[config.mk]
export PLATFORM = sky130hd
export DESIGN_NAME = aab_top
export DESIGN_NICKNAME = d
export VERILOG_FILES = /design/src/include/aab_pkg.sv /design/src/hdl/aab_acc_bank.sv /design/src/hdl/aab_alu.sv /design/src/hdl/aab_top.sv
export SDC_FILE = /design/constraint.sdc
export NUM_CORES = 1
export LEC_CHECK = 0
export BUFFER_PORTS_ARGS = -buffer_cell sky130_fd_sc_hd__buf_2
export CAP_MARGIN = 10
export CORE_MARGIN = 10
export CORE_UTILIZATION = 45
export CTS_BUF_LIST = sky130_fd_sc_hd__clkbuf_2
export DETAILED_ROUTE_END_ITERATION = 6
export GPL_TIMING_DRIVEN = 0
export PLACE_DENSITY_LB_ADDON = 0.05
export SYNTH_ARGS = -nofsm -noshare
export SYNTH_HDL_FRONTEND = slang
export SYNTH_SLANG_ARGS = --single-unit
[constraint.sdc]
create_clock -name clk -period 3.95 [get_ports clk]
set_input_delay 0 -clock clk [delete_from_list [all_inputs] [get_ports clk]]
set_output_delay 0 -clock clk [all_outputs]
set_load 0.01 [all_outputs]
[src/include/aab_pkg.sv]
// Summary of operation
// - Bit set/clear on low eight bits of modules 0h-5h and module 8h.
// - Bit set/clear on a 16-bit register keeps its upper byte unchanged.
// - Unsupported target gets prefix in high byte, bit mask in low byte.
// - Copy a low-eight bit of any register, or any active bit, to carry.
// - Arithmetic unit and all accumulators share one width; sixteen provided.
// - Low four index bits select the active accumulator out of sixteen.
// - Active accumulator is a read/write alias and the implicit destination.
// - Enabled stepping follows arithmetic, logic, shift, swap and acc moves.
// - No-step alias reads the active accumulator without stepping the index.
// - Step control bits 2:0 pick the modulo range, bit 6 the direction.
// - Modulo step changes only the selected low index bits, wrapping.
// - Two-operand ops with register or immediate source write accumulator.
// - Compare sets equals on a match and leaves the accumulator alone.
// - Single-operand invert, negate, rotates and shifts by one, two or four.
// - Logical right shift moves bit 0 to carry and clears the top bit.
// - Nibble swap within each byte; byte swap on the 16-bit variant.
// - Prefix defaults to zero for the high immediate byte.
package aab_pkg;
   localparam int DW      = 16;
   localparam int ACC_NUM = 16;
   localparam int IW      = 4;

   // ****************************************
   // Register map (byte addresses)
   // ****************************************
   localparam logic [7:0] OFF_INDEX  = 8'h00;
   localparam logic [7:0] OFF_STEP   = 8'h04;
   localparam logic [7:0] OFF_PREFIX = 8'h08;
   localparam logic [7:0] OFF_DATA   = 8'h0c;
   localparam logic [7:0] OFF_CMD    = 8'h10;
   localparam logic [7:0] OFF_ACC    = 8'h14;
   localparam logic [7:0] OFF_RESULT = 8'h18;
   localparam logic [7:0] OFF_STATUS = 8'h1c;

   localparam logic [7:0] INDEX_RST  = 8'h00;
   localparam logic [7:0] STEP_RST   = 8'h00;
   localparam logic [7:0] PREFIX_RST = 8'h00;
   localparam logic [7:0] STEP_WMASK = 8'h47;
   localparam int         STEP_DIR   = 6;
   localparam logic [2:0] RANGE_STEP_RANGE_BIT2  = 3'b001;
   localparam logic [2:0] RANGE_MOD4  = 3'b010;
   localparam logic [2:0] RANGE_MOD8  = 3'b011;
   localparam logic [2:0] RANGE_MOD16 = 3'b100;
   localparam int         STS_EQ    = 0;
   localparam int         STS_CARRY = 1;
   localparam int         STS_ERR   = 2;
   localparam logic [3:0] MOD_PERIPH_MAX = 4'h5;
   localparam logic [3:0] MOD_SYS        = 4'h8;

   // ****************************************
   // Operations and states
   // ****************************************
   typedef enum logic [4:0] {
      OP_ADD   = 5'b00000, OP_ADDC  = 5'b00001, OP_SUB   = 5'b00010,
      OP_SUBB  = 5'b00011, OP_CMP   = 5'b00100, OP_AND   = 5'b00101,
      OP_OR    = 5'b00110, OP_XOR   = 5'b00111, OP_CPL   = 5'b01000,
      OP_NEG   = 5'b01001, OP_RL    = 5'b01010, OP_RLC   = 5'b01011,
      OP_RR    = 5'b01100, OP_RRC   = 5'b01101, OP_SLA   = 5'b01110,
      OP_SLA2  = 5'b01111, OP_SLA4  = 5'b10000, OP_SRA   = 5'b10001,
      OP_SRA2  = 5'b10010, OP_SRA4  = 5'b10011, OP_SHR   = 5'b10100,
      OP_XCHN  = 5'b10101, OP_XCH   = 5'b10110, OP_MVIN  = 5'b10111,
      OP_MVOUT = 5'b11000, OP_ALIAS = 5'b11001, OP_RECIRC = 5'b11010,
      OP_BSET  = 5'b11011, OP_BCLR  = 5'b11100, OP_RBITC = 5'b11101,
      OP_ABITC = 5'b11110, OP_NOP   = 5'b11111
   } aab_op_t;

   typedef enum logic [1:0] {
      ST_IDLE = 2'b00, ST_FETCH = 2'b01, ST_EXEC = 2'b10, ST_ACK = 2'b11
   } aab_state_t;

   typedef struct packed {
      logic [7:0]  rsv2;
      logic [3:0]  srcIdx;
      logic        rsv1;
      logic        supp;
      logic        imm;
      logic        srcAcc;
      logic [3:0]  modNum;
      logic [3:0]  bitNum;
      logic [2:0]  rsv0;
      aab_op_t     op;
   } aab_cmd_t;

   typedef struct packed {
      logic [DW-1:0] result;
      logic          wrAcc;
      logic          wrCarry;
      logic          carry;
      logic          wrEqual;
      logic          equal;
      logic          step;
   } aab_alu_t;
endpackage : aab_pkg

[src/hdl/aab_acc_bank.sv]
`timescale 1ns/10ps
module aab_acc_bank
   import aab_pkg::*;
(
   input  wire logic          clk,
   input  wire logic          reset,
   input  wire logic [IW-1:0] rdAddrA,
   input  wire logic [IW-1:0] rdAddrB,
   input  wire logic          we,
   input  wire logic [IW-1:0] wrAddr,
   input  wire logic [DW-1:0] wrData,
   output logic      [DW-1:0] rdDataA,
   output logic      [DW-1:0] rdDataB
);
   logic [DW-1:0] mem [ACC_NUM];

   // ****************************************
   // Storage, one word per accumulator
   // ****************************************
   for (genvar g = 0; g < ACC_NUM; g++) begin : g_word
      always_ff @(posedge clk) begin
         if (reset)
            mem[g] <= '0;
         else if (we && wrAddr == IW'(g))
            mem[g] <= wrData;
      end
   end

   // Registered reads keep the bank a plain synchronous memory
   always_ff @(posedge clk) begin
      rdDataA <= mem[rdAddrA];
      rdDataB <= mem[rdAddrB];
   end
endmodule : aab_acc_bank

[src/hdl/aab_alu.sv]
`timescale 1ns/10ps
module aab_alu
   import aab_pkg::*;
(
   input  wire aab_op_t       op,
   input  wire logic [DW-1:0] acc,
   input  wire logic [DW-1:0] src,
   input  wire logic          carryIn,
   input  wire logic [3:0]    bitNum,
   output aab_alu_t           res
);
   logic          cin;
   logic [DW:0]   addSum;
   logic [DW:0]   subDif;
   logic [DW-1:0] nibSwap;

   assign cin    = (op == OP_ADDC || op == OP_SUBB) && carryIn;
   assign addSum = {1'b0, acc} + {1'b0, src} + {{DW{1'b0}}, cin};
   assign subDif = {1'b0, acc} - {1'b0, src} - {{DW{1'b0}}, cin};

   for (genvar g = 0; g < DW / 8; g++) begin : g_nib
      assign nibSwap[g*8 +: 8] = {acc[g*8 +: 4], acc[g*8+4 +: 4]};
   end

   always_comb begin
      res        = '0;
      res.result = acc;
      res.carry  = carryIn;
      res.wrAcc  = 1'b1;
      res.step   = 1'b1;
      case (op)
         OP_ADD, OP_ADDC: begin
            res.result  = addSum[DW-1:0];
            res.wrCarry = 1'b1;
            res.carry   = addSum[DW];
         end
         OP_SUB, OP_SUBB: begin
            res.result  = subDif[DW-1:0];
            res.wrCarry = 1'b1;
            res.carry   = subDif[DW];
         end
         OP_CMP: begin
            res.wrAcc   = 1'b0;
            res.step    = 1'b0;
            res.wrEqual = 1'b1;
            res.equal   = (acc == src);
         end
         OP_AND: res.result = acc & src;
         OP_OR:  res.result = acc | src;
         OP_XOR: res.result = acc ^ src;
         OP_CPL: res.result = ~acc;
         OP_NEG: res.result = ~acc + 1'b1;
         OP_RL:  res.result = {acc[DW-2:0], acc[DW-1]};
         OP_RR:  res.result = {acc[0], acc[DW-1:1]};
         OP_RLC: begin
            res.result  = {acc[DW-2:0], carryIn};
            res.wrCarry = 1'b1;
            res.carry   = acc[DW-1];
         end
         OP_RRC: begin
            res.result  = {carryIn, acc[DW-1:1]};
            res.wrCarry = 1'b1;
            res.carry   = acc[0];
         end
         OP_SLA, OP_SLA2, OP_SLA4: begin
            res.wrCarry = 1'b1;
            res.result  = (op == OP_SLA) ? acc << 1 :
                          (op == OP_SLA2) ? acc << 2 : acc << 4;
            res.carry   = (op == OP_SLA) ? acc[DW-1] :
                          (op == OP_SLA2) ? acc[DW-2] : acc[DW-4];
         end
         OP_SRA, OP_SRA2, OP_SRA4: begin
            res.wrCarry = 1'b1;
            res.result  = (op == OP_SRA) ? DW'($signed(acc) >>> 1) :
                          (op == OP_SRA2) ? DW'($signed(acc) >>> 2) :
                          DW'($signed(acc) >>> 4);
            res.carry   = (op == OP_SRA) ? acc[0] :
                          (op == OP_SRA2) ? acc[1] : acc[3];
         end
         OP_SHR: begin
            res.result  = {1'b0, acc[DW-1:1]};
            res.wrCarry = 1'b1;
            res.carry   = acc[0];
         end
         OP_XCHN:   res.result = nibSwap;
         OP_XCH:    res.result = {acc[7:0], acc[DW-1:8]};
         OP_MVIN:   res.result = src;
         OP_RECIRC: res.result = acc;
         OP_MVOUT:  res.wrAcc  = 1'b0;
         OP_ALIAS: begin
            res.wrAcc = 1'b0;
            res.step  = 1'b0;
         end
         OP_ABITC: begin
            res.wrAcc   = 1'b0;
            res.step    = 1'b0;
            res.wrCarry = 1'b1;
            res.carry   = acc[bitNum];
         end
         default: begin
            res.wrAcc = 1'b0;
            res.step  = 1'b0;
         end
      endcase
   end
endmodule : aab_alu

[src/hdl/aab_top.sv]
// Added by the designer: the Avalon-MM register port and the register addresses.
`timescale 1ns/10ps
module aab_top
   import aab_pkg::*;
(
   input  wire logic        clk,
   input  wire logic        reset,
   input  wire logic [7:0]  address,
   input  wire logic        read,
   input  wire logic        write,
   input  wire logic [31:0] writedata,
   input  wire logic [3:0]  byteenable,
   output logic      [31:0] readdata,
   output logic             waitrequest,
   output logic             carryFlag,
   output logic             equalFlag
);
   // ****************************************
   // State and registers
   // ****************************************
   aab_state_t    state;
   aab_state_t    next_state;
   logic [7:0]    accIndex;
   logic [7:0]    stepCtrl;
   logic [7:0]    prefix;
   logic [DW-1:0] dataReg;
   logic [DW-1:0] resultReg;
   logic          errFlag;
   aab_alu_t      aluQ;
   aab_alu_t      aluRes;
   logic [DW-1:0] rdDataA;
   logic [DW-1:0] rdDataB;

   // ****************************************
   // Bus decode
   // ****************************************
   aab_cmd_t      cmdIn;
   logic [5:0]    wordAddr;
   logic [31:0]   laneMask;
   logic          hitIndex, hitStep, hitPrefix, hitData;
   logic          hitCmd, hitAcc, hitResult, hitStatus;
   logic          commit;
   logic          cmdGo;
   logic [DW-1:0] wr16;
   logic [7:0]    wr8;
   logic [31:0]   rdMux;

   assign cmdIn     = aab_cmd_t'(writedata);
   assign wordAddr  = address[7:2];
   assign laneMask  = {{8{byteenable[3]}}, {8{byteenable[2]}},
                       {8{byteenable[1]}}, {8{byteenable[0]}}};
   assign hitIndex  = wordAddr == OFF_INDEX[7:2];
   assign hitStep   = wordAddr == OFF_STEP[7:2];
   assign hitPrefix = wordAddr == OFF_PREFIX[7:2];
   assign hitData   = wordAddr == OFF_DATA[7:2];
   assign hitCmd    = wordAddr == OFF_CMD[7:2];
   assign hitAcc    = wordAddr == OFF_ACC[7:2];
   assign hitResult = wordAddr == OFF_RESULT[7:2];
   assign hitStatus = wordAddr == OFF_STATUS[7:2];
   assign commit    = state == ST_ACK && write;
   assign cmdGo     = commit && hitCmd;
   assign wr8       = byteenable[0] ? writedata[7:0] : 8'h00;

   // ****************************************
   // Source selection and bit operations
   // ****************************************
   logic [DW-1:0] srcVal;
   logic [DW-1:0] accOld;
   logic          isBitOp;
   logic          modOk;
   logic [7:0]    bitMask;
   logic [7:0]    maskByte;
   logic [7:0]    lowNew;
   logic [DW-1:0] bitVal;
   logic          regBit;
   logic          cmpHit;

   assign accOld   = rdDataA;
   assign srcVal   = cmdIn.imm ? {prefix, dataReg[7:0]} :
                     cmdIn.srcAcc ? rdDataB : dataReg;
   assign isBitOp  = cmdIn.op == OP_BSET || cmdIn.op == OP_BCLR;
   assign modOk    = cmdIn.modNum <= MOD_PERIPH_MAX ||
                     cmdIn.modNum == MOD_SYS;
   assign bitMask  = 8'h01 << cmdIn.bitNum[2:0];
   assign maskByte = cmdIn.op == OP_BSET ? bitMask : ~bitMask;
   assign lowNew   = cmdIn.op == OP_BSET ? dataReg[7:0] | bitMask :
                                           dataReg[7:0] & ~bitMask;
   assign bitVal   = cmdIn.supp ? {dataReg[DW-1:8], lowNew} :
                                  {prefix, maskByte};
   assign regBit   = dataReg[cmdIn.bitNum[2:0]];
   assign cmpHit   = srcVal == accOld;
   assign wr16     = (dataReg & ~laneMask[DW-1:0]) |
                     (writedata[DW-1:0] & laneMask[DW-1:0]);

   // ****************************************
   // Index stepping
   // ****************************************
   logic [2:0] stepRange;
   logic [3:0] stepMask;
   logic [3:0] stepMoved;
   logic [3:0] stepNext;

   assign stepRange = stepCtrl[2:0];
   assign stepMask  = stepRange == RANGE_STEP_RANGE_BIT2  ? 4'h1 :
                      stepRange == RANGE_MOD4  ? 4'h3 :
                      stepRange == RANGE_MOD8  ? 4'h7 :
                      stepRange == RANGE_MOD16 ? 4'hf : 4'h0;
   assign stepMoved = stepCtrl[STEP_DIR] ? accIndex[3:0] - 4'h1 :
                                           accIndex[3:0] + 4'h1;
   assign stepNext  = (accIndex[3:0] & ~stepMask) |
                      (stepMoved & stepMask);

   // ****************************************
   // Accumulator bank and ALU
   // ****************************************
   logic          bankWe;
   logic [DW-1:0] bankWrData;

   // Plain byte-lane merge is skipped for the alias: a word write is assumed
   assign bankWe     = (cmdGo && aluQ.wrAcc) || (commit && hitAcc);
   assign bankWrData = hitAcc ? writedata[DW-1:0] : aluQ.result;

   aab_acc_bank u_bank (
      .clk     (clk),
      .reset   (reset),
      .rdAddrA (accIndex[3:0]),
      .rdAddrB (cmdIn.srcIdx),
      .we      (bankWe),
      .wrAddr  (accIndex[3:0]),
      .wrData  (bankWrData),
      .rdDataA (rdDataA),
      .rdDataB (rdDataB)
   );

   aab_alu u_alu (
      .op      (cmdIn.op),
      .acc     (accOld),
      .src     (srcVal),
      .carryIn (carryFlag),
      .bitNum  (cmdIn.bitNum),
      .res     (aluRes)
   );

   // ****************************************
   // Bus handshake
   // ****************************************
   // Fixed four-cycle answer; the bank read latency sets the pace
   always_comb begin
      case (state)
         ST_IDLE:  next_state = (read || write) ? ST_FETCH : ST_IDLE;
         ST_FETCH: next_state = ST_EXEC;
         ST_EXEC:  next_state = ST_ACK;
         ST_ACK:   next_state = ST_IDLE;
         default:  next_state = ST_IDLE;
      endcase
   end

   assign rdMux = hitIndex  ? {24'h0, accIndex} :
                  hitStep   ? {24'h0, stepCtrl} :
                  hitPrefix ? {24'h0, prefix} :
                  hitData   ? {16'h0, dataReg} :
                  hitAcc    ? {16'h0, accOld} :
                  hitResult ? {16'h0, resultReg} :
                  hitStatus ? {29'h0, errFlag, carryFlag, equalFlag} :
                  32'h0;

   always_ff @(posedge clk) begin
      if (reset) begin
         state       <= ST_IDLE;
         waitrequest <= 1'b1;
         readdata    <= 32'h0;
         aluQ        <= '0;
      end else begin
         state       <= next_state;
         waitrequest <= next_state != ST_ACK;
         if (state == ST_EXEC) begin
            aluQ <= aluRes;
            if (read)
               readdata <= rdMux;
         end
      end
   end

   // ****************************************
   // Register updates at the answering edge
   // ****************************************
   always_ff @(posedge clk) begin
      if (reset) begin
         accIndex <= INDEX_RST;
         stepCtrl <= STEP_RST;
         prefix   <= PREFIX_RST;
         dataReg  <= '0;
      end else begin
         if (commit && hitIndex)
            accIndex <= wr8;
         else if (cmdGo && aluQ.step)
            accIndex <= {accIndex[7:4], stepNext};
         if (commit && hitStep)
            stepCtrl <= wr8 & STEP_WMASK;
         // Prefix lives for one command only, then falls back to zero
         if (commit && hitPrefix)
            prefix <= wr8;
         else if (cmdGo)
            prefix <= PREFIX_RST;
         if (commit && hitData)
            dataReg <= wr16;
      end
   end

   always_ff @(posedge clk) begin
      if (reset) begin
         resultReg <= '0;
         carryFlag <= 1'b0;
         equalFlag <= 1'b0;
         errFlag   <= 1'b0;
      end else begin
         if (cmdGo && (cmdIn.op == OP_MVOUT || cmdIn.op == OP_ALIAS))
            resultReg <= aluQ.result;
         else if (cmdGo && isBitOp && modOk)
            resultReg <= bitVal;
         if (commit && hitStatus)
            carryFlag <= wr8[STS_CARRY];
         else if (cmdGo && cmdIn.op == OP_RBITC)
            carryFlag <= regBit;
         else if (cmdGo && aluQ.wrCarry)
            carryFlag <= aluQ.carry;
         if (commit && hitStatus)
            equalFlag <= wr8[STS_EQ];
         else if (cmdGo && aluQ.wrEqual)
            equalFlag <= aluQ.equal;
         if (cmdGo && isBitOp && !modOk)
            errFlag <= 1'b1;
         else if (commit && hitStatus)
            errFlag <= wr8[STS_ERR];
      end
   end
endmodule : aab_top

Word level (Yosys, flattened, before mapping)
Memory sizes are Yosys's and may differ from the RTL's. A register that Yosys moved wholly into a read port is not among the register bits.
Cells that the tools add are included.
{"block": "word_totals", "wordCells": 300, "input_bits": 48, "reg_bits": 112, "memories": 1, "rom_bits": 0, "output_inout_bits": 35, "latch_bits": 0, "mem_bits_rw": 256}
{"name": "u_bank.mem", "words": 16, "word_bits": 16, "rd": 2, "rd_ports_with_merged_regs": 2, "wr": 16, "line": "aab_acc_bank.sv:15", "rtl": "logic [DW-1:0] mem [ACC_NUM];"}
{"block": "classes", "shifts": 1, "bitwise": 31, "n_lt_le_gt_ge": 3, "add_sub_neg": 7, "eq_ne": 62, "n_reduce_logical": 59, "n_div": 0, "muxes": 117, "mul": 0}
{"operator": "$mux W16", "n": 30}
{"operator": "$pmux W16 S17", "n": 1}
{"operator": "$eq A5 B5 Y1 const B", "n": 15}
{"operator": "$mux W1", "n": 66}
{"operator": "$and A16 B16 Y16", "n": 3}
{"operator": "$mux W8", "n": 6}
{"operator": "$eq A5 B4 Y1 const B", "n": 8}
{"operator": "$eq A4 B4 Y1 const B", "n": 9}
{"operator": "$logic_and A1 B1 Y1", "n": 34}
{"operator": "$not A16 Y16", "n": 2}
{"operator": "$or A16 B16 Y16", "n": 2}
{"operator": "$reduce_or A25 Y1", "n": 1}
{"operator": "$eq A6 B3 Y1 const B", "n": 4}
{"operator": "$mux W4", "n": 6}
{"operator": "$reduce_or A24 Y1", "n": 1}
{"operator": "$eq A5 B3 Y1 const B", "n": 4}
{"operator": "$add A16 B16 Y17", "n": 1}
{"operator": "$add A17 B1 Y17", "n": 1}
{"operator": "$sub A16 B16 Y17", "n": 1}
{"operator": "$sub A17 B1 Y17", "n": 1}
{"operator": "$add A16 B1 Y16 const B", "n": 1}
{"operator": "$eq A16 B16 Y1", "n": 1}
{"operator": "$eq A4 B3 Y1 const B", "n": 4}
{"operator": "$or A1 B1 Y1", "n": 16}
{"operator": "other kinds (44)", "n": 62}

Depth between registers and ports, before layout
{"block": "logic_depth", "depth_word": 10, "depth_mapped": 17, "mapped_depth_nobuf": 14}

By module
Synthesis repeated with hierarchy kept, for this count alone.
{"block": "hier_totals", "hier_cells": 2272, "hier_area_um2": 24564.8}
{"mod": "aab_acc_bank", "area_per_inst_um2": 14182.4, "cells_each": 900, "n_inst": 1, "seq_area_each_um2": 8328.0}
{"mod": "aab_top", "area_per_inst_um2": 5794.3, "cells_each": 691, "n_inst": 1, "seq_area_each_um2": 1921.8}
{"mod": "aab_alu", "area_per_inst_um2": 4588.2, "cells_each": 681, "n_inst": 1, "seq_area_each_um2": 0.0}

Worst setup path before layout
No wires, ideal clock.
{"block": "synth_path", "path_kind": "input to register", "startpoint": "input port writedata[4]", "endpoint": "register aluQ[20] (netlist bit)", "setup_slack_ns": 0.391, "required_ns": 3.805, "setup_ns": 0.145, "stages": 15, "path_buffers": 5, "t_arrival_ns": 3.414, "cell_sequence": "clkbuf_1 > buf_2 > buf_2 > buf_2 > clkbuf_1 > or4_1 > fa_1 > fa_1 > o21ai_0 > a221oi_1 > nor3_1 > o21bai_1 > xor2_1 > a221oi_1 > a2111oi_0"}
{"block": "synth_via", "elab_chain_len": 5, "word_cells_on_any_way": 34, "classes_between": "add/sub (2); eq/ne (22); mux (3); reduce/logical (7)"}
{"element": "start, declared", "line": "aab_top.sv:11", "rtl": "input wire logic [31:0] writedata,"}
{"element": "$eq A5 B1 Y1 / $eq A5 B2 Y1 (equally long branches)", "line": "aab_alu.sv:17, aab_alu.sv:31"}
{"element": "$logic_or A1 B1 Y1", "line": "aab_alu.sv:17", "rtl": "assign cin = (op == OP_ADDC || op == OP_SUBB) && carryIn;"}
{"element": "$logic_and A1 B1 Y1", "line": "aab_alu.sv:17"}
{"element": "$sub A17 B1 Y17 / $add A17 B1 Y17 (equally long branches)", "line": "aab_alu.sv:19, aab_alu.sv:18"}
{"element": "$pmux W16 S17 *", "line": "aab_alu.sv:31", "rtl": "case (op)"}
{"element": "end signal, assigned", "line": "aab_top.sv:177", "rtl": "aluQ <= aluRes;"}
{"element": "end, declared", "line": "aab_top.sv:29", "rtl": "aab_alu_t aluQ;"}
Mark *: on every way between the ends. The rest lies on a longest branch, timed or not.
A chain may end at the register's enable or synchronous reset.

Worst setup path after layout
{"block": "layout_path", "startpoint": "input port writedata[2]", "endpoint": "register aluQ[19] (netlist bit)"}
Same word-level chain as after synthesis.

==> impl_metrics.py <==
metrics = {
    "global_routing": {
        "grt_overflow": 0,
        "grt_pass1_wl_mm": 147.7,
        "grtUsageTotal_pct": 32.28,
        "grt_pass1_vias": 20650,
        "grt_max_degree": 19,
        "antenna_found_initial": 7,
    },
    "power_and_ir_drop": {
        "sequentialPowerShare_pct": 49.1,
        "leakage_uw": 0.009506,
        "ir_worst_vdd_uv": 203.4,
        "p_clk_share_pct": 31.5,
        "p_per_area_nw_per_um2": 342.5,
        "p_int_uw": 6198,
        "swShare_pct": 33.63,
        "power_frac_comb_pct": 19.4,
        "p_switching_uw": 3141,
    },
    "sta": {
        "relSlewSlack_pct": 12.81,
        "setup-tns-final_ps": -32.95,
        "rsz0062_at_grt": "true",
        "period_minus_slack_ps": 3983,
        "setup_viol": 1,
        "timing.final.crit_share_pct": 100.8,
        "hold_viol_final": 0,
        "worst_pin_slew_ps": 1303,
        "fmax_ghz": 0.2511,
        "fin_ws_ps": -32.95,
        "drv_slew": 0,
        "fin_skew_ps": 146.5,
    },
    "final_layout": {
        "area_growth_pct": 14.87,
        "multi_input_area_um2": 12590,
        "fin_nets": 2624,
        "seqCellArea_um2": 10260,
        "utilization_pct": 52.00,
        "drive_above_1_share_pct": 19.86,
        "fill_cells": 4916,
        "final_cells": 3270,
    },
    "worst_hold_path": {
        "min_path_type": "in -> reg",
    },
    "yosys": {
        "synth_top_area_share_pct": 32.38,
        "synth_cell_types": 85,
        "synth_ff_type": "edfxtp_1",
        "synth_edf_count": 256,
        "synthArstFlopShare_pct": 0,
        "netlist_area_um2": 23740,
        "post_synth.cell_area_avg_um2": 10.69,
        "syn_inst": 2221,
        "synth-xor-area-share_pct": 1.513,
        "synth.area.top_cells": "edfxtp_1 (32%), mux4_2 (16%), dfxtp_1 (11%)",
        "ys_seq_elements": 384,
        "synth_simple_gate_area_share_pct": 13.67,
        "synth_top_family_by_area": "multiplexers",
        "synthAdderAreaFrac_pct": 4.132,
        "synth_warnings": 0,
        "synth_largest_area_cell": "edfxtp_1",
        "synth.yosys.seq_area_share_pct": 43.17,
        "synth_mux_area_share_pct": 19.29,
        "synth_compound_area_share_pct": 13.43,
    },
    "clocking": {
        "h-tree-depth": 3,
        "cts_inserted_buffers": 102,
        "clkLatencyLatePin_ps": 1170,
        "clkSinkCount": 384,
        "clockBufferDepth": 3,
        "clock-root-buffer": "clkbuf_2",
        "cts_setup_buffers": 0,
        "cts.clk_slew.worst_paths_ps": 110,
        "cts_tree": "built",
    },
    "floorplan": {
        "fp.coreArea_um2": 52450,
        "die_h_um": 249.7,
        "rows": 84,
        "die_x_um": 249.7,
        "die_area_um2": 62340,
        "initial_utilization_pct": 45.27,
        "ios": 83,
    },
    "setup_path": {
        "cpPeakStageDelay_ps": 690,
        "end_kind": "flop",
        "cp_max_fo": 10,
        "crit_arrival_ps": 4990,
        "worst_path_max_delay_cell": "clkbuf_1",
        "cpMostUsedCell": "clkbuf_1",
        "path_cells": "buf_2 -> clkbuf_1 -> clkbuf_1 -> clkbuf_1 -> or4_1 -> inv_1 -> fa_1 -> inv_1 -> ha_1 -> o21ai_2 -> a32oi_4 -> a31oi_1 -> o21ai_1 -> xor2_1 -> a221oi_2 -> a2111oi_1",
        "criticalPathCategory": "in -> reg",
        "required_ps": 4960,
        "critPathLaunchType": "primary input",
    },
    "status": {
        "status": "complete, but fails checks",
        "violations": "negative setup slack",
    },
    "route": {
        "route.detailed.drc": 0,
        "dr.pass1.iters": 7,
        "via_count": 21120,
        "first_iter_violations": 2790,
        "drtAntennaViolNets": 0,
        "via_per_inst": 6.457,
        "wl_per_cell_um": 31.70,
        "wl_mm": 103.7,
    },
    "placement": {
        "gp_congestion": 1.014,
        "dp_hpwl_mm": 78.38,
        "dp.cells": 2986,
        "port-buffer-count": 43,
    },
    "run": {
        "cap_violations": 0,
    },
}
==> path summary, 6_finish.rpt <==
kind / end / slack [ps] / startpoint / cells after the start
setup / recovery: aluQ[19]$_SDFFE_PP0P_ / -30 / writedata[2] / 16
hold / removal: aluQ[16]$_SDFFE_PP0P_ / 120 / writedata[2] / 8
hold reg to reg: readdata[0]$_SDFFE_PP0P_ / 470 / readdata[0]$_SDFFE_PP0P_ / 2
setup reg to reg: aluQ[19]$_SDFFE_PP0P_ / -30 / carryFlag$_SDFFE_PP0P_ / 12
==> Yosys cell counts (15+ instances only) <==
cell	number
buf_4	17
clkbuf_1	143
a22oi_1	29
a221oi_1	15
a31oi_1	15
a21oi_1	109
buf_1	22
a211oi_1	32
nand2_1	142
mux2i_1	75
nor3_1	33
o211ai_1	21
o2111ai_1	15
ha_1	72
nand3_1	43
xnor2_1	28
a21o_1	15
buf_2	21
a32oi_1	15
dfxtp_1	128
inv_1	65
nor2_1	393
o21bai_1	16
mux4_2	168
nor2b_1	21
o21ai_0	89
edfxtp_1	256
nand2b_1	15
==> cell type report <==
type	count	area share (%)
multi-input combinational	1579	46.15
sequential	384	37.61
antenna	4	0.03670
tap	688	3.157
buffer	205	3.331
clock buffer	155	2.845
clock inverter	27	0.6515
inverter	67	0.9268
timing repair buffer	161	5.290
==> per-stage QoR <==
stage	setup slack, ps	hold slack (ps)	area (um2)	power [uW]
2_1_floorplan	390.5	143.9	23800	5601
3_3_place_gp	-1732	285.4	24870	6273
3_5_place_dp	-1661	288.1	25170	6316
4_1_cts	5.096	6.955	27170	9300
5_1_grt	-59.44	41.53	27270	9693
6_report	-32.95	119.7	27270	9340
==> logic make-up (layout without fill, tap and decap cells) <==
kind of cell / count (synthesis) / in the layout
AOI/OAI and AO/OA: 469 / 469
xor gates and xnor gates: 41 / 41
adders and majority gates: 76 / 76
buffers and inverters: 273 / 615
DFF: 384 / 384
muxes: 247 / 247
other: 1 / 20
and+or+nand+nor: 730 / 730
==> cells in the final DEF (no fill, tap or decap), types with 16 or more instances in the layout <==
cell	synthesis	layout
buf_1	22	21
o21ai_0	89	83
o211ai_1	21	21
nor2b_1	21	20
dfxtp_1	128	122
edfxtp_1	256	256
a22oi_1	29	29
a21oi_1	109	109
dlygate4sd3_1	0	96
nor3_1	33	32
buf_2	21	68
nand3_1	43	43
a211oi_1	32	29
mux4_2	168	168
nor2_1	393	393
clkbuf_2	1	166
mux2i_1	75	75
buf_4	17	23
xnor2_1	28	28
nand2_1	142	142
ha_1	72	72
clkinv_1	2	19
conb_1	1	16
inv_1	65	65
clkbuf_1	143	128
==> power by group through the flow <==
stage | logic (uW) | clock network (uW) | registers [uW]
finish | 1810 | 2950 | 4580
global route | 1890 | 3200 | 4600
CTS | 1740 | 2980 | 4570
detailed placement | 1650 | 0 | 4670
global placement | 1610 | 0 | 4660
floorplan | 1000 | 0 | 4600
==> metal layers <==
layer	part of all wire [%]	vias up	global-route usage (%)
li1	-	8969	-
met1	38	10570	40.41
met2	47	1287	52.06
met3	8.7	285	5.989
met4	6.0	4	17.75
met5	0.036	-	0
==> flip-flops by register name, summed over array words and instances, names as in the netlist, named ones only <==
register        cells
errFlag             1
resultReg          16
accIndex            4
waitrequest         1
u_bank.mem        256
aluQ               22
u_bank.rdDataB     16
equalFlag           1
state               2
carryFlag           1
readdata           16
u_bank.rdDataA     16
prefix              8
stepCtrl            4
==> critical path: cells and delay by family <==
| kind | cells | cell delay [ps] |
|---|---|---|
| buffers and inverters | 6 | 1970 |
| AO/OA/AOI/OAI | 6 | 1640 |
| adder cells (fa/ha/maj) | 2 | 740 |
| AND/OR/NAND/NOR | 1 | 300 |
| XOR/XNOR | 1 | 300 |
==> repair_timing <==
item	CTS	global route
endpoints found under the hold margin	474	2
gates cloned	0	0
resized for setup	37	23
hold buffers	94	2
endpoints found under the setup margin	72	9
Power figures use the tool's default switching activity.
